==> config.mk <==
export PLATFORM = sky130hd
export DESIGN_NAME = ftdc_ctrl
export DESIGN_NICKNAME = d
export VERILOG_FILES = /design/src/inc/ftdc_pkg.sv /design/src/hdl/ftdc_ctrl.sv
export SDC_FILE = /design/constraint.sdc
export NUM_CORES = 1
export LEC_CHECK = 0
export BUFFER_PORTS_ARGS = -buffer_cell sky130_fd_sc_hd__buf_2
export CAP_MARGIN = 20
export CORE_AREA = 2 2 104 106
export DETAILED_ROUTE_END_ITERATION = 8
export DIE_AREA = 0 0 106 108
export HOLD_SLACK_MARGIN = 0.03
export PLACE_DENSITY = 0.75
export SLEW_MARGIN = 10
export SYNTH_ARGS = -nofsm -noshare
export SYNTH_HDL_FRONTEND = slang
export SYNTH_SLANG_ARGS = --single-unit
==> constraint.sdc <==
create_clock -name mclk -period 4.5 [get_ports mclk]
set_clock_uncertainty 0.05 [all_clocks]
set_input_delay 0.225 -clock mclk [delete_from_list [all_inputs] [get_ports mclk]]
set_output_delay 0.225 -clock mclk [all_outputs]
set_load 0.01 [all_outputs]
==> src/inc/ftdc_pkg.sv <==
//
// Notes on behaviour
// RULE_01: Watermark level is five bits and resets to sixteen samples.
// RULE_02: Software programs the watermark between one and thirty-one.
// RULE_03: Upper three bits of the watermark register read as zero.
// RULE_04: Pending register: bit 0 empty, bit 1 full, bit 2 threshold.
// RULE_05: Each pending flag only sets while its enable bit is on.
// RULE_06: Upper five bits of the pending register read as zero.
// RULE_07: Front end keeps the internal rate; FIFO logic runs at output rate.
// RULE_08: Divisor select zero, its reset value, turns decimation off.
// RULE_09: Codes one to seven divide by 2, 4, 5, 8, 10, 16, 20.
// RULE_10: Codes eight to ten divide by 40, 67, 80; fifteen by 1000.
// RULE_11: With decimation off the output rate equals the internal rate.
// RULE_12: Output data register updates at the output rate.
// RULE_13: Decimator works on any base rate the timebase produces.
// RULE_14: Host sets burst mode before draining several samples.
// RULE_15: Single-sample reads work with burst mode cleared.
// RULE_16: With wrap enabled, burst address wraps at the selected address.
// RULE_17: Wrap from 0x12, or 0x14 when selected, back to 0x0d.
// RULE_18: With wrap disabled the address simply increments.
// RULE_19: Watermark mode drops samples once count reaches the level.
// RULE_20: Host programs the read count before a burst read.
// RULE_21: Software never writes zero to the watermark field.
// RULE_22: Flags follow FIFO state, recomputed each output sample and read.
//
package ftdc_pkg;
	// -----------------------------------------------------------------
	// Register map
	// -----------------------------------------------------------------
	localparam logic [7:0] ADDR_WATERMARK = 8'h2e;
	localparam logic [7:0] ADDR_PENDING = 8'h2f;
	localparam logic [7:0] ADDR_BURST_DEC = 8'h30;
	localparam logic [7:0] WM_RESET = 8'h10;
	localparam logic [7:0] PENDING_RESET = 8'h00;
	localparam logic [7:0] BURST_DEC_RESET = 8'h00;
	localparam logic [7:0] BURST_DEC_WMASK = 8'hbf;
	localparam int WM_MSB = 4;
	localparam int DEC_MSB = 3;
	localparam int BIT_WRAP_N = 4;
	localparam int BIT_WRAP_SEL = 5;
	localparam int BIT_BURST = 7;
	localparam int BIT_EMPTY = 0;
	localparam int BIT_FULL = 1;
	localparam int BIT_LEVEL = 2;
	// -----------------------------------------------------------------
	// Burst address wrap points
	// -----------------------------------------------------------------
	localparam logic [7:0] WRAP_LO = 8'h12;
	localparam logic [7:0] WRAP_HI = 8'h14;
	localparam logic [7:0] WRAP_BASE = 8'h0d;
	// -----------------------------------------------------------------
	// FIFO and decimator sizes
	// -----------------------------------------------------------------
	localparam logic [5:0] FIFO_DEPTH = 6'h20;
	localparam int SAMPLE_W = 48;
	localparam int DEC_CNT_W = 10;
	// Control bits kept in the neighbouring control register
	typedef struct packed {
		logic fifo_enable;
		logic watermark_mode;
		logic fifo_flush;
		logic level_irq_enable;
		logic full_irq_enable;
		logic empty_irq_enable;
	} ftdc_ctrl_s;
endpackage

==> src/hdl/ftdc_ctrl.sv <==
`timescale 1ns/10ps
module ftdc_ctrl
	import ftdc_pkg::*;
(
	input wire logic mclk,
	input wire logic nrst,
	input wire logic [7:0] reg_addr,
	input wire logic reg_wr,
	input wire logic [7:0] reg_wdata,
	input wire logic reg_rd,
	output logic [7:0] reg_rdata,
	output logic reg_hit,
	input wire ftdc_ctrl_s ctrl,
	input wire logic idr_tick,
	input wire logic [SAMPLE_W-1:0] sample_in,
	output logic odr_tick,
	output logic [SAMPLE_W-1:0] out_data,
	output logic fifo_push,
	input wire logic fifo_pop,
	output logic [5:0] fifo_count,
	output logic [2:0] irq_pending,
	output logic burst_mode,
	input wire logic burst_start,
	input wire logic [7:0] burst_addr,
	input wire logic burst_next,
	output logic [7:0] ptr_addr
);
	// -----------------------------------------------------------------
	// Helpers
	// -----------------------------------------------------------------
	// Divisor for each select code; zero means pass-through
	function automatic logic [DEC_CNT_W-1:0] divisor(input logic [DEC_MSB:0] sel);
		logic [DEC_CNT_W-1:0] d;
		d = 10'h001;
		unique case (sel)
			4'h0: d = 10'h001;
			4'h1: d = 10'h002;
			4'h2: d = 10'h004;
			4'h3: d = 10'h005;
			4'h4: d = 10'h008;
			4'h5: d = 10'h00a;
			4'h6: d = 10'h010;
			4'h7: d = 10'h014;
			4'h8: d = 10'h028;
			4'h9: d = 10'h043;
			4'ha: d = 10'h050;
			// Codes b to e pair up: two at 200, two at 500
			4'hb: d = 10'h0c8;
			4'hc: d = 10'h0c8;
			4'hd: d = 10'h1f4;
			4'he: d = 10'h1f4;
			4'hf: d = 10'h3e8;
		endcase
		return d;
	endfunction

	// -----------------------------------------------------------------
	// Register file
	// -----------------------------------------------------------------
	logic [WM_MSB:0] watermark_level;
	logic [7:0] burst_dec;
	logic [WM_MSB:0] next_watermark_level;
	logic [7:0] next_burst_dec;
	logic [7:0] next_reg_rdata;
	logic [DEC_MSB:0] decimation_divisor_sel;

	assign decimation_divisor_sel = burst_dec[DEC_MSB:0];
	assign burst_mode = burst_dec[BIT_BURST]; // RULE_15

	// Writes; reserved bits are never stored so they read back as zero
	always_comb
	begin
		next_watermark_level = watermark_level;
		next_burst_dec = burst_dec;
		if (reg_wr && reg_addr == ADDR_WATERMARK)
			next_watermark_level = reg_wdata[WM_MSB:0]; // RULE_01
		if (reg_wr && reg_addr == ADDR_BURST_DEC)
			next_burst_dec = reg_wdata & BURST_DEC_WMASK;
	end

	// Read data is registered, one cycle after the strobe
	always_comb
	begin
		next_reg_rdata = reg_rdata;
		if (reg_rd)
		begin
			unique case (reg_addr)
				ADDR_WATERMARK: next_reg_rdata = {3'h0, watermark_level}; // RULE_03
				ADDR_PENDING: next_reg_rdata = {5'h00, irq_pending}; // RULE_06
				ADDR_BURST_DEC: next_reg_rdata = burst_dec;
				default: next_reg_rdata = 8'h00;
			endcase
		end
	end

	always_ff @(posedge mclk)
	begin
		if (!nrst)
		begin
			watermark_level <= WM_RESET[WM_MSB:0]; // RULE_01
			burst_dec <= BURST_DEC_RESET; // RULE_08
			reg_rdata <= 8'h00;
		end
		else
		begin
			watermark_level <= next_watermark_level;
			burst_dec <= next_burst_dec;
			reg_rdata <= next_reg_rdata;
		end
	end

	// Hit decode for the host mux; combinational on purpose
	assign reg_hit = reg_addr == ADDR_WATERMARK || reg_addr == ADDR_PENDING || reg_addr == ADDR_BURST_DEC;

	// -----------------------------------------------------------------
	// Decimator
	// -----------------------------------------------------------------
	logic [DEC_CNT_W-1:0] dec_cnt;
	logic [DEC_CNT_W-1:0] next_dec_cnt;
	logic dec_last;

	// Counts timebase ticks only, so any base rate works
	assign dec_last = dec_cnt >= divisor(decimation_divisor_sel) - 10'h001; // RULE_13
	assign odr_tick = idr_tick && (decimation_divisor_sel == 4'h0 || dec_last); // RULE_07 RULE_11

	// A select change mid-count is caught by the >= compare, no lockup
	always_comb
	begin
		next_dec_cnt = dec_cnt;
		if (decimation_divisor_sel == 4'h0)
			next_dec_cnt = '0; // RULE_08
		else if (idr_tick)
			next_dec_cnt = dec_last ? '0 : dec_cnt + 10'h001; // RULE_09 RULE_10
	end

	always_ff @(posedge mclk)
	begin
		if (!nrst)
			dec_cnt <= '0;
		else
			dec_cnt <= next_dec_cnt;
	end

	// -----------------------------------------------------------------
	// Output data register and FIFO occupancy
	// -----------------------------------------------------------------
	logic [SAMPLE_W-1:0] next_out_data;
	logic [5:0] next_fifo_count;
	logic fifo_take;

	// Storage lives beside the read mux; this block owns the occupancy
	assign fifo_push = odr_tick && ctrl.fifo_enable && fifo_count < FIFO_DEPTH
		&& !(ctrl.watermark_mode && fifo_count >= {1'b0, watermark_level}); // RULE_19
	// A pop on an empty FIFO must not wrap the count
	assign fifo_take = fifo_pop && fifo_count != 6'h00;

	always_comb
	begin
		next_out_data = odr_tick ? sample_in : out_data; // RULE_12
		next_fifo_count = fifo_count;
		if (ctrl.fifo_flush)
			next_fifo_count = 6'h00;
		else if (fifo_push && !fifo_take)
			next_fifo_count = fifo_count + 6'h01;
		else if (fifo_take && !fifo_push)
			next_fifo_count = fifo_count - 6'h01;
	end

	always_ff @(posedge mclk)
	begin
		if (!nrst)
		begin
			out_data <= '0;
			fifo_count <= 6'h00;
		end
		else
		begin
			out_data <= next_out_data;
			fifo_count <= next_fifo_count;
		end
	end

	// -----------------------------------------------------------------
	// Pending flags
	// -----------------------------------------------------------------
	logic [2:0] next_irq_pending;

	// Level flags from the updated count, gated by each enable
	always_comb
	begin
		next_irq_pending = irq_pending;
		if (odr_tick || fifo_pop || ctrl.fifo_flush) // RULE_22
		begin
			next_irq_pending[BIT_EMPTY] = ctrl.empty_irq_enable && next_fifo_count == 6'h00; // RULE_05
			next_irq_pending[BIT_FULL] = ctrl.full_irq_enable && next_fifo_count == FIFO_DEPTH; // RULE_04
			next_irq_pending[BIT_LEVEL] = ctrl.level_irq_enable
				&& next_fifo_count >= {1'b0, watermark_level}; // RULE_04
		end
	end

	always_ff @(posedge mclk)
	begin
		if (!nrst)
			irq_pending <= PENDING_RESET[2:0];
		else
			irq_pending <= next_irq_pending;
	end

	// -----------------------------------------------------------------
	// Burst address pointer
	// -----------------------------------------------------------------
	logic [7:0] next_ptr_addr;
	logic [7:0] wrap_at;

	assign wrap_at = burst_dec[BIT_WRAP_SEL] ? WRAP_HI : WRAP_LO; // RULE_17

	// Start wins over next; wrap only while wrap is enabled
	always_comb
	begin
		next_ptr_addr = ptr_addr;
		if (burst_start)
			next_ptr_addr = burst_addr;
		else if (burst_next)
		begin
			if (!burst_dec[BIT_WRAP_N] && ptr_addr == wrap_at)
				next_ptr_addr = WRAP_BASE; // RULE_16
			else
				next_ptr_addr = ptr_addr + 8'h01; // RULE_18
		end
	end

	always_ff @(posedge mclk)
	begin
		if (!nrst)
			ptr_addr <= 8'h00;
		else
			ptr_addr <= next_ptr_addr;
	end
endmodule

==> reports/qor.yml, run 1 <==
clk_pin_slew_ns: 0.10
area_growth_pct: 24.22
min_period_ns: 4.279
drt-total-wl_mm: 12.41
power_density_mw_per_mm2: 297.0
hold_path_end: "out_data[7]"
cts_tree: "yes"
cp-start-kind: "register"
dieArea_mm2: 0.01145
grt-ovfl-total: 0
stdcell_count: 907
place_ws_ns: -0.03640
ant_nets: 0
ff2ff_path_depth: 20
portBuffers: 160
fp.dieW_um: 106
cp.arrival_ns: 4.49
cts_max_level: 3
syn_inst: 610
wire_per_inst_um: 13.68
via_per_inst: 5.176
drt-pass1-iter-count: 4
n_antenna_cell: 0
postLayoutCellArea_mm2: 0.006237
antenna_found_initial: 0
initial_core_util: 0.4908
grt_pass1_vias: 4279
final-setup-viol-count: 0
ys_types: 58
finalMaxSlewViolations: 0
dp_hpwl_mm: 9.159
hold_path_class: "input pin to register"
endpoint_kind: "register"
hold_depth: 3
clock_path_buffers: 2
fp.coreArea_mm2: 0.01023
tightest_slew_ns: 0.5886
min_from: "sample_in[7]"
synth_warnings: 0
synth_area_mm2: 0.005021
clock-sinks: 104
place_area_mm2: 0.005882
fmax_ghz: 0.2337
final_nets: 883
syn_nets: 727
status: "complete, no violations"
critPathMaxFanout: 6
relSlewSlack: 0.6024
fp.dieH_um: 108
ys_ff_latch: 104
drtIter0Drc: 312
postSynthAreaPerCell_um2: 8.231
ios: 163
timing.rr.end: "irq_pending[2]"
ir_worst_vdd_mv: 0.1849
synth_edf_count: 0
drc: 0
clock-root-buffer: "clkbuf_8"
hold_violations: 0
fin_crit_sh: 0.9509
num_rows: 37
power_leakage_uw: 0.002956
clock_latency_ns: 0.36
async_reset_ff_frac: 0
grt_max_degree: 56
placed_cells: 877
grt_pass1_wl_mm: 19.40
drv_cap: 0
grtUsageTotal: 0.2086
vias: 4695
ys.flop_type: "dfxtp_1"
fin_ws_ns: 0.2209
ys_seq_area_frac: 0.4147
r2r_setup_slack_ns: 0.22
gp_congestion: 0.8820
cp.required_ns: 4.71
cts_buffers: 9
drive_above_1_share: 0.2620
final_util: 0.6096
nFillCells: 907
crit_type: "register to register"
## repair_timing
item / CTS / global route
pin swaps: 0 / 3
hold buffers: 3 / 7
resized for setup: 0 / 5
endpoints found under the hold margin: 3 / 7
setup endpoints to repair: 1 / 1
setup buffers: 1 / 3
gates cloned: 0 / 0
## metrics by stage
step / setup TNS (ns) / power (uW) / hold slack, ns
CTS: 0 / 1863 / 0.03025
detailed placement: -0.03640 / 1275 / 0.3932
floorplan: 0 / 1165 / 0.3110
global placement: 0 / 1266 / 0.3882
global route: -0.08033 / 1940 / 0.03129
finish: 0 / 1852 / 0.04133
## power breakdown
group	switching, uW	internal (uW)
clock network	327	263
logic	154	122
registers	27.4	959
## registers in the layout (all words and copies together), names as in the netlist, named ones only
| name | count |
|---|---|
| watermark_level | 5 |
| out_data | 48 |
| burst_dec | 7 |
| ptr_addr | 8 |
| reg_rdata | 7 |
| fifo_count | 6 |
| dec_cnt | 10 |
| irq_pending | 3 |
## final cells by class
class,count,area [um^2],area share
Inverter,26,102.6,0.01645
Sequential cell,104,2082,0.3338
Clock inverter,7,78.83,0.01264
Tap cell,136,170.2,0.02728
Clock buffer,9,123.9,0.01986
Multi-Input combinational cell,448,2726,0.4371
Timing Repair Buffer,177,953.4,0.1529
## how the worst max path moves through the flow
stage	to	slack, ns
3_5_place_dp	irq_pending[2]	-0.04
2_1_floorplan	irq_pending[2]	0.38
3_3_place_gp	irq_pending[2]	0.14
6_report	irq_pending[2]	0.22
5_1_grt	irq_pending[2]	-0.08
4_1_cts	irq_pending[2]	0.08
## layout by cell type (no fill, tap or decap), types with 5 or more instances in the layout
cell type / n
nand4_1: 5
nand2b_1: 14
nor2_1: 58
a21oi_1: 68
nor3_1: 9
dfxtp_1: 104
xor2_1: 11
buf_4: 7
dlygate4sd3_1: 10
inv_1: 23
clkbuf_8: 9
buf_2: 160
a211oi_1: 9
xnor2_1: 12
mux2i_1: 16
ha_1: 31
o21ai_0: 7
nor2b_1: 7
nand2_1: 122
nor4_1: 5
nand3_1: 14
and2_1: 5
## cells in the mapped netlist, types with 2 or more instances
master | count | area share
clkbuf_1 | 29 | 0.022
and3_1 | 3 | 0.0037
a22oi_1 | 3 | 0.0045
a222oi_1 | 3 | 0.0060
dfxtp_1 | 104 | 0.41
a41oi_1 | 2 | 0.0035
mux2_2 | 2 | 0.0045
nor3b_1 | 3 | 0.0045
a21o_1 | 3 | 0.0045
nor4_1 | 6 | 0.0075
nand2b_1 | 14 | 0.017
and2_1 | 5 | 0.0062
mux2i_1 | 16 | 0.032
or3_1 | 3 | 0.0037
nand4_1 | 5 | 0.0062
a221oi_1 | 2 | 0.0035
ha_1 | 31 | 0.077
nand3_1 | 14 | 0.014
nor3_1 | 10 | 0.010
xor2_1 | 11 | 0.019
xnor2_1 | 12 | 0.021
a211oi_1 | 9 | 0.013
a32o_1 | 2 | 0.0040
nand2_1 | 123 | 0.092
nor2b_1 | 7 | 0.0087
a21oi_1 | 69 | 0.069
nor2_1 | 58 | 0.043
nand3b_1 | 2 | 0.0030
o21ai_0 | 7 | 0.0070
inv_1 | 24 | 0.018
## logic make-up (layout without fill, tap and decap cells)
group                    after synthesis  in the layout  share of synthesized area
AO/OA/AOI/OAI                        117            117                     0.1540
multiplexers                          18             18                    0.03638
flip-flops                           104            104                     0.4147
AND/OR/NAND/NOR                      258            258                     0.2300
XOR/XNOR                              23             23                    0.04012
buffers and inverters                 58            219                    0.04685
other                                  1              1                  0.0007469
adder cells (fa/ha/maj)               31             31                    0.07725
## worst max-delay path: stages, from the launching register on
cell and delay, ns:
dfxtp_1 0.36, nor4_2 0.34, nand2b_1 0.12, or3_1 0.37, nor3_2 0.14, xnor2_1 0.14
ha_1 0.27, a21oi_2 0.19, a21boi_2 0.09, a31oi_4 0.20, buf_4 0.18, nor3_1 0.08
o41ai_4 0.41, inv_1 0.08, ha_1 0.28, a21oi_1 0.14, nor2b_1 0.06, o21ai_0 0.14
nand2b_1 0.07, a211o_1 0.28, a32o_1 0.20
## routing by layer
metal	global-route usage	share of wire	vias to the layer above
met3	0.04702	0.053	14
met1	0.2437	0.42	2172
met2	0.3756	0.51	133
met4	0.07613	0.014	0
met5	0	0	-
li1	-	-	2376
(Power assumes the default switching activity.)
==> run 2, diff against run 1 <==
--- a/config.mk
+++ b/config.mk
@@ -9,7 +9,7 @@
 export CAP_MARGIN = 20
-export CORE_AREA = 2 2 104 106
+export CORE_AREA = 2 2 103 105
 export DETAILED_ROUTE_END_ITERATION = 8
-export DIE_AREA = 0 0 106 108
+export DIE_AREA = 0 0 105 107
 export HOLD_SLACK_MARGIN = 0.03
-export PLACE_DENSITY = 0.75
+export PLACE_DENSITY = 0.77
 export SLEW_MARGIN = 10
==> constraint.sdc (replaced) <==
create_clock -name mclk -period 4.2 [get_ports mclk]
set_clock_uncertainty 0.05 [all_clocks]
set_input_delay 0.21 -clock mclk [delete_from_list [all_inputs] [get_ports mclk]]
set_output_delay 0.21 -clock mclk [all_outputs]
set_load 0.02 [all_outputs]
==> reports/qor.yml, run 2 (synthesized netlist as in run 1, its figures left out) <==
status: "finished with violations"
failed_checks: "negative setup slack"
wire_per_inst_um: 15.00
nFillCells: 789
hold_slack_ns: 0.03899
ios: 163
clk_pin_slew_ns: 0.10
gp_congestion: 0.8996
fp.dieH_um: 107
fmax_ghz: 0.2368
internal_power_uw: 1435
crit_type: "register to register"
fp.dieW_um: 105
cp.arrival_ns: 4.45
vias: 5157
r2r_setup_slack_ns: -0.02
fp.coreArea_mm2: 0.01009
drt-pass1-iter-count: 5
crit_end: "irq_pending[2]"
fin_ws_ns: -0.02348
mostFrequentLayoutCell: "buf_2"
finalMaxSlewViolations: 0
drt-total-wl_mm: 14.41
ff2ff_path_depth: 18
cp.required_ns: 4.42
dp_hpwl_mm: 9.307
endpoint_kind: "register"
critPathMaxFanout: 4
p_comb_frac: 0.195
largest_reg_flops: 48
cts_max_level: 3
gr-max-usage-layer: "met2"
clock_path_buffers: 2
placed_cells: 883
timing.rr.end: "irq_pending[2]"
fin_crit_sh: 1.006
switching_share: 0.3038
final_util: 0.6840
tightest_slew_ns: 0.9118
grt_use_met2: 0.4448
final_nets: 937
drc: 0
drtIter0Drc: 340
clock-sinks: 104
grt-ovfl-total: 0
power.switching_uw: 626.2
via_per_inst: 5.366
cts_tree: "yes"
cp_num_cells: 18
hold_violations: 0
crit_chain: "nor4_4, nand2b_1, or3_4, nor3_4, xnor2_1, ha_1, and3_4, a31oi_4, buf_4, buf_4, buf_4, buf_4, nor3_1, nor3_1, nor3_2, ha_1, a211o_1, a32o_1"
hold_path_class: "input pin to register"
mostFrequentLayoutCells: "160 x buf_2, 122 x nand2_1, 103 x dfxtp_1"
final-setup-viol-count: 1
dieArea_mm2: 0.01124
crit_family: "simple AND/OR/NAND/NOR gates"
top_regs: "out_data x48, dec_cnt x10, ptr_addr x8"
cts_buffers: 9
power_uw: 2061
grtUsageTotal: 0.2382
antenna_found_initial: 0
clock_latency_ns: 0.37
rsz0062_at_grt: "true"
num_rows: 37
met3_usage: 0.04681
cp_slowest_cell: "or3_4"
cpPeakStageDelay_ns: 0.41
grt_pass1_vias: 4947
drv_cap: 0
min_period_ns: 4.223
ant_nets: 0
initial_core_util: 0.4975
crit_top_cell: "buf_4"
relSlewSlack: 0.3841
met1_usage: 0.2587
crit_buf_inv: 4
n_antenna_cell: 0
fin_tns_setup_ns: -0.02348
power_leakage_uw: 0.003241
pwr-share-seq: 0.514
area_growth_pct: 37.48
top_register: "out_data"
grt_pass1_wl_mm: 22.05
drive_above_1_share: 0.2800
ir_worst_vdd_mv: 0.1696
stdcell_count: 961
clock-root-buffer: "clkbuf_8"
power_density_mw_per_mm2: 298.6
cp-start-kind: "register"
portBuffers: 160
grt_max_degree: 56
p_clk_frac: 0.291
## run 2: how the worst min path moves through the flow
stage	start	endpoint	slack (ns)	depth (start not counted)
3_3_place_gp	out_data[45]	out_data[45]	0.39	2
2_1_floorplan	sample_in[0]	out_data[0]	0.30	2
6_report	sample_in[11]	out_data[11]	0.04	3
5_1_grt	sample_in[11]	out_data[11]	0.04	3
4_1_cts	sample_in[11]	out_data[11]	0.03	3
3_5_place_dp	out_data[33]	out_data[33]	0.39	2
## run 2: repair_timing
action | 4_1_cts | 5_1_grt
pin swaps | 2 | 14
endpoints found under the setup margin | 1 | 1
setup buffers | 2 | 9
resized for setup | 6 | 31
endpoints found under the hold margin | 50 | 1
hold buffers | 50 | 1
## run 2: power by group through the flow
stage          Combinational, uW  Sequential, uW  Clock [uW]
2_1_floorplan                153            1130           0
3_3_place_gp                 315            1080           0
3_5_place_dp                 324            1080           0
4_1_cts                      364            1060         613
5_1_grt                      432            1060         652
6_report                     403            1060         600
## run 2: area by class of cell
class / count / area (um^2) / share of cell area
clock buffers: 10 / 127.6 / 0.01849
clock inverters: 6 / 62.56 / 0.009063
inverters: 26 / 105.1 / 0.01523
multi-input cells: 448 / 2875 / 0.4165
flip-flops and latches: 104 / 2086 / 0.3022
well taps: 136 / 170.2 / 0.02465
repair buffers: 231 / 1476 / 0.2139
## run 2: stage by stage
step / cell area, um^2 / setup WS, ns
global route: 6903 / -0.1884
CTS: 6666 / 0.00008571
detailed placement: 5927 / -0.1933
floorplan: 5021 / 0.02316
global placement: 5927 / -0.02896
finish: 6903 / -0.02348
## run 2: worst reg2reg max path: cells and delay by family (launching register included)
| family | cells | cell delay (ns) |
|---|---|---|
| simple gates | 8 | 1.86 |
| compound gates | 3 | 0.62 |
| fa+ha+maj | 2 | 0.60 |
| buf+inv | 4 | 0.57 |
| flops | 1 | 0.36 |
| xor+xnor | 1 | 0.09 |
## run 2: routing by layer
metal  vias to the layer above  wire length [um]
met4                         0               481
met3                        45               798
met5                         -                 0
li1                       2489                 -
met1                      2412              5669
met2                       211              7461
==> run 3, diff against run 2 <==
clock period = 4.45 ns   (was 4.2 ns; I/O delays follow)
==> reports/qor.yml, run 3 (synthesized netlist as in run 1, its figures left out) <==
status: "complete, no violations"
drt-pass1-iter-count: 7
cp_slowest_cell: "mux2_2"
tightest_slew_ns: 0.6134
clock-sinks: 104
rsz0062_at_grt: "false"
largest_reg_flops: 48
fp.dieH_um: 107
cp.required_ns: 4.66
grt_max_degree: 56
dp_hpwl_mm: 9.157
fin_crit_sh: 0.9480
critPathMaxFanout: 5
gp_congestion: 0.8900
drt-total-wl_mm: 12.76
cts_max_level: 3
crit_chain: "nor4_4, nand2b_1, or3_4, nor3_4, xnor2_1, ha_1, a21oi_2, a21boi_2, a31oi_4, buf_4, nor3_1, a31oi_1, mux2_2, ha_1, nor2b_1, o21ai_1, nand2b_1, a211o_1, a32o_1"
cpPeakStageDelay_ns: 0.39
relSlewSlack: 0.5857
drv_cap: 0
top_register: "out_data"
min_period_ns: 4.219
grt_pass1_wl_mm: 20.52
initial_core_util: 0.4975
ff2ff_path_depth: 19
drc: 0
cp.arrival_ns: 4.43
top_regs: "out_data x48, dec_cnt x10, ptr_addr x8"
hold_violations: 0
portBuffers: 160
grtUsageTotal: 0.2196
num_rows: 37
crit_type: "register to register"
final_util: 0.6307
ios: 163
fmax_ghz: 0.2370
finalMaxSlewViolations: 0
wire_per_inst_um: 13.93
vias: 4856
final_nets: 893
fp.coreArea_mm2: 0.01009
place_ws_ns: 0.009480
dieArea_mm2: 0.01124
area_growth_pct: 26.76
timing.rr.end: "irq_pending[2]"
hold_depth: 3
crit_family: "compound AO/OA/AOI/OAI gates"
grt-ovfl-total: 0
place_area_mm2: 0.005882
endpoint_kind: "register"
clk_pin_slew_ns: 0.11
hold_path_class: "input pin to register"
fin_ws_ns: 0.2313
drtIter0Drc: 319
crit_buf_inv: 1
cts_tree: "yes"
n_antenna_cell: 0
clock-root-buffer: "clkbuf_8"
r2r_setup_slack_ns: 0.23
stdcell_count: 916
cp-start-kind: "register"
postLayoutCellArea_mm2: 0.006365
mostFrequentLayoutCells: "160 x buf_2, 122 x nand2_1, 102 x dfxtp_1"
grt_pass1_vias: 4569
antenna_found_initial: 0
hold_path_end: "out_data[30]"
power_leakage_uw: 0.003003
fp.dieW_um: 105
fin_tns_setup_ns: 0
final-setup-viol-count: 0
ant_nets: 0
via_per_inst: 5.301
mostFrequentLayoutCell: "buf_2"
min_from: "sample_in[30]"
cts_buffers: 9
placed_cells: 877
clock_latency_ns: 0.36
power_density_mw_per_mm2: 299.9
ir_worst_vdd_mv: 0.2182
drive_above_1_share: 0.2615
clock_path_buffers: 2
[run 3: layout make-up]
type / instances / area (um^2)
repair buffers: 187 / 1057
fillers: 889 / 3727
inverters: 26 / 102.6
well taps: 136 / 170.2
clock buffers: 9 / 123.9
flip-flops and latches: 104 / 2087
clock inverters: 6 / 73.82
multi-input cells: 448 / 2750
[run 3: how the worst max path moves through the flow]
stage	startpoint	end	slack [ns]	depth (start not counted)
global route	register	irq_pending[2]	0.02	20
global placement	register	irq_pending[2]	0.13	22
detailed placement	register	irq_pending[2]	0.009	22
finish	register	irq_pending[2]	0.23	19
CTS	register	irq_pending[2]	0.03	22
floorplan	register	irq_pending[2]	0.27	22
[run 3: layer usage]
metal / vias to the layer above / GRT usage / routed length, um
li1: 2405 / - / -
met1: 2248 / 0.2618 / 5196
met2: 170 / 0.3854 / 6505
met3: 33 / 0.04195 / 688
met4: 0 / 0.09524 / 371
met5: - / 0 / 0
[run 3: stage by stage]
step           total power (uW)  hold WS (ns)
3_5_place_dp               1320        0.3943
3_3_place_gp               1310        0.3892
6_report                   1909       0.04258
4_1_cts                    1916       0.03058
2_1_floorplan              1209        0.3085
5_1_grt                    2000       0.03021
[run 3: timing repair]
| item | in CTS | in global routing |
|---|---|---|
| hold buffers | 18 | 2 |
| resized for setup | 1 | 13 |
| setup buffers | 0 | 4 |
| setup endpoints to repair | 1 | 1 |
| pin swaps | 0 | 6 |
| hold endpoints to repair | 18 | 2 |
[run 3: where the power goes]
part | internal [uW] | switching, uW | total [uW] | leakage, uW
registers | 970 | 28.3 | 998 | 0.000854
clock network | 265 | 322 | 587 | 0.0000942
logic | 132 | 191 | 324 | 0.00206
[run 3: worst register-to-register path, cell delays in order (launching register included)]
cell	delay, ns
dfxtp_4	0.37
nor4_4	0.28
nand2b_1	0.10
or3_4	0.36
nor3_4	0.17
xnor2_1	0.10
ha_1	0.33
a21oi_2	0.18
a21boi_2	0.09
a31oi_4	0.24
buf_4	0.17
nor3_1	0.05
a31oi_1	0.16
mux2_2	0.39
ha_1	0.28
nor2b_1	0.13
o21ai_1	0.11
nand2b_1	0.07
a211o_1	0.29
a32o_1	0.20
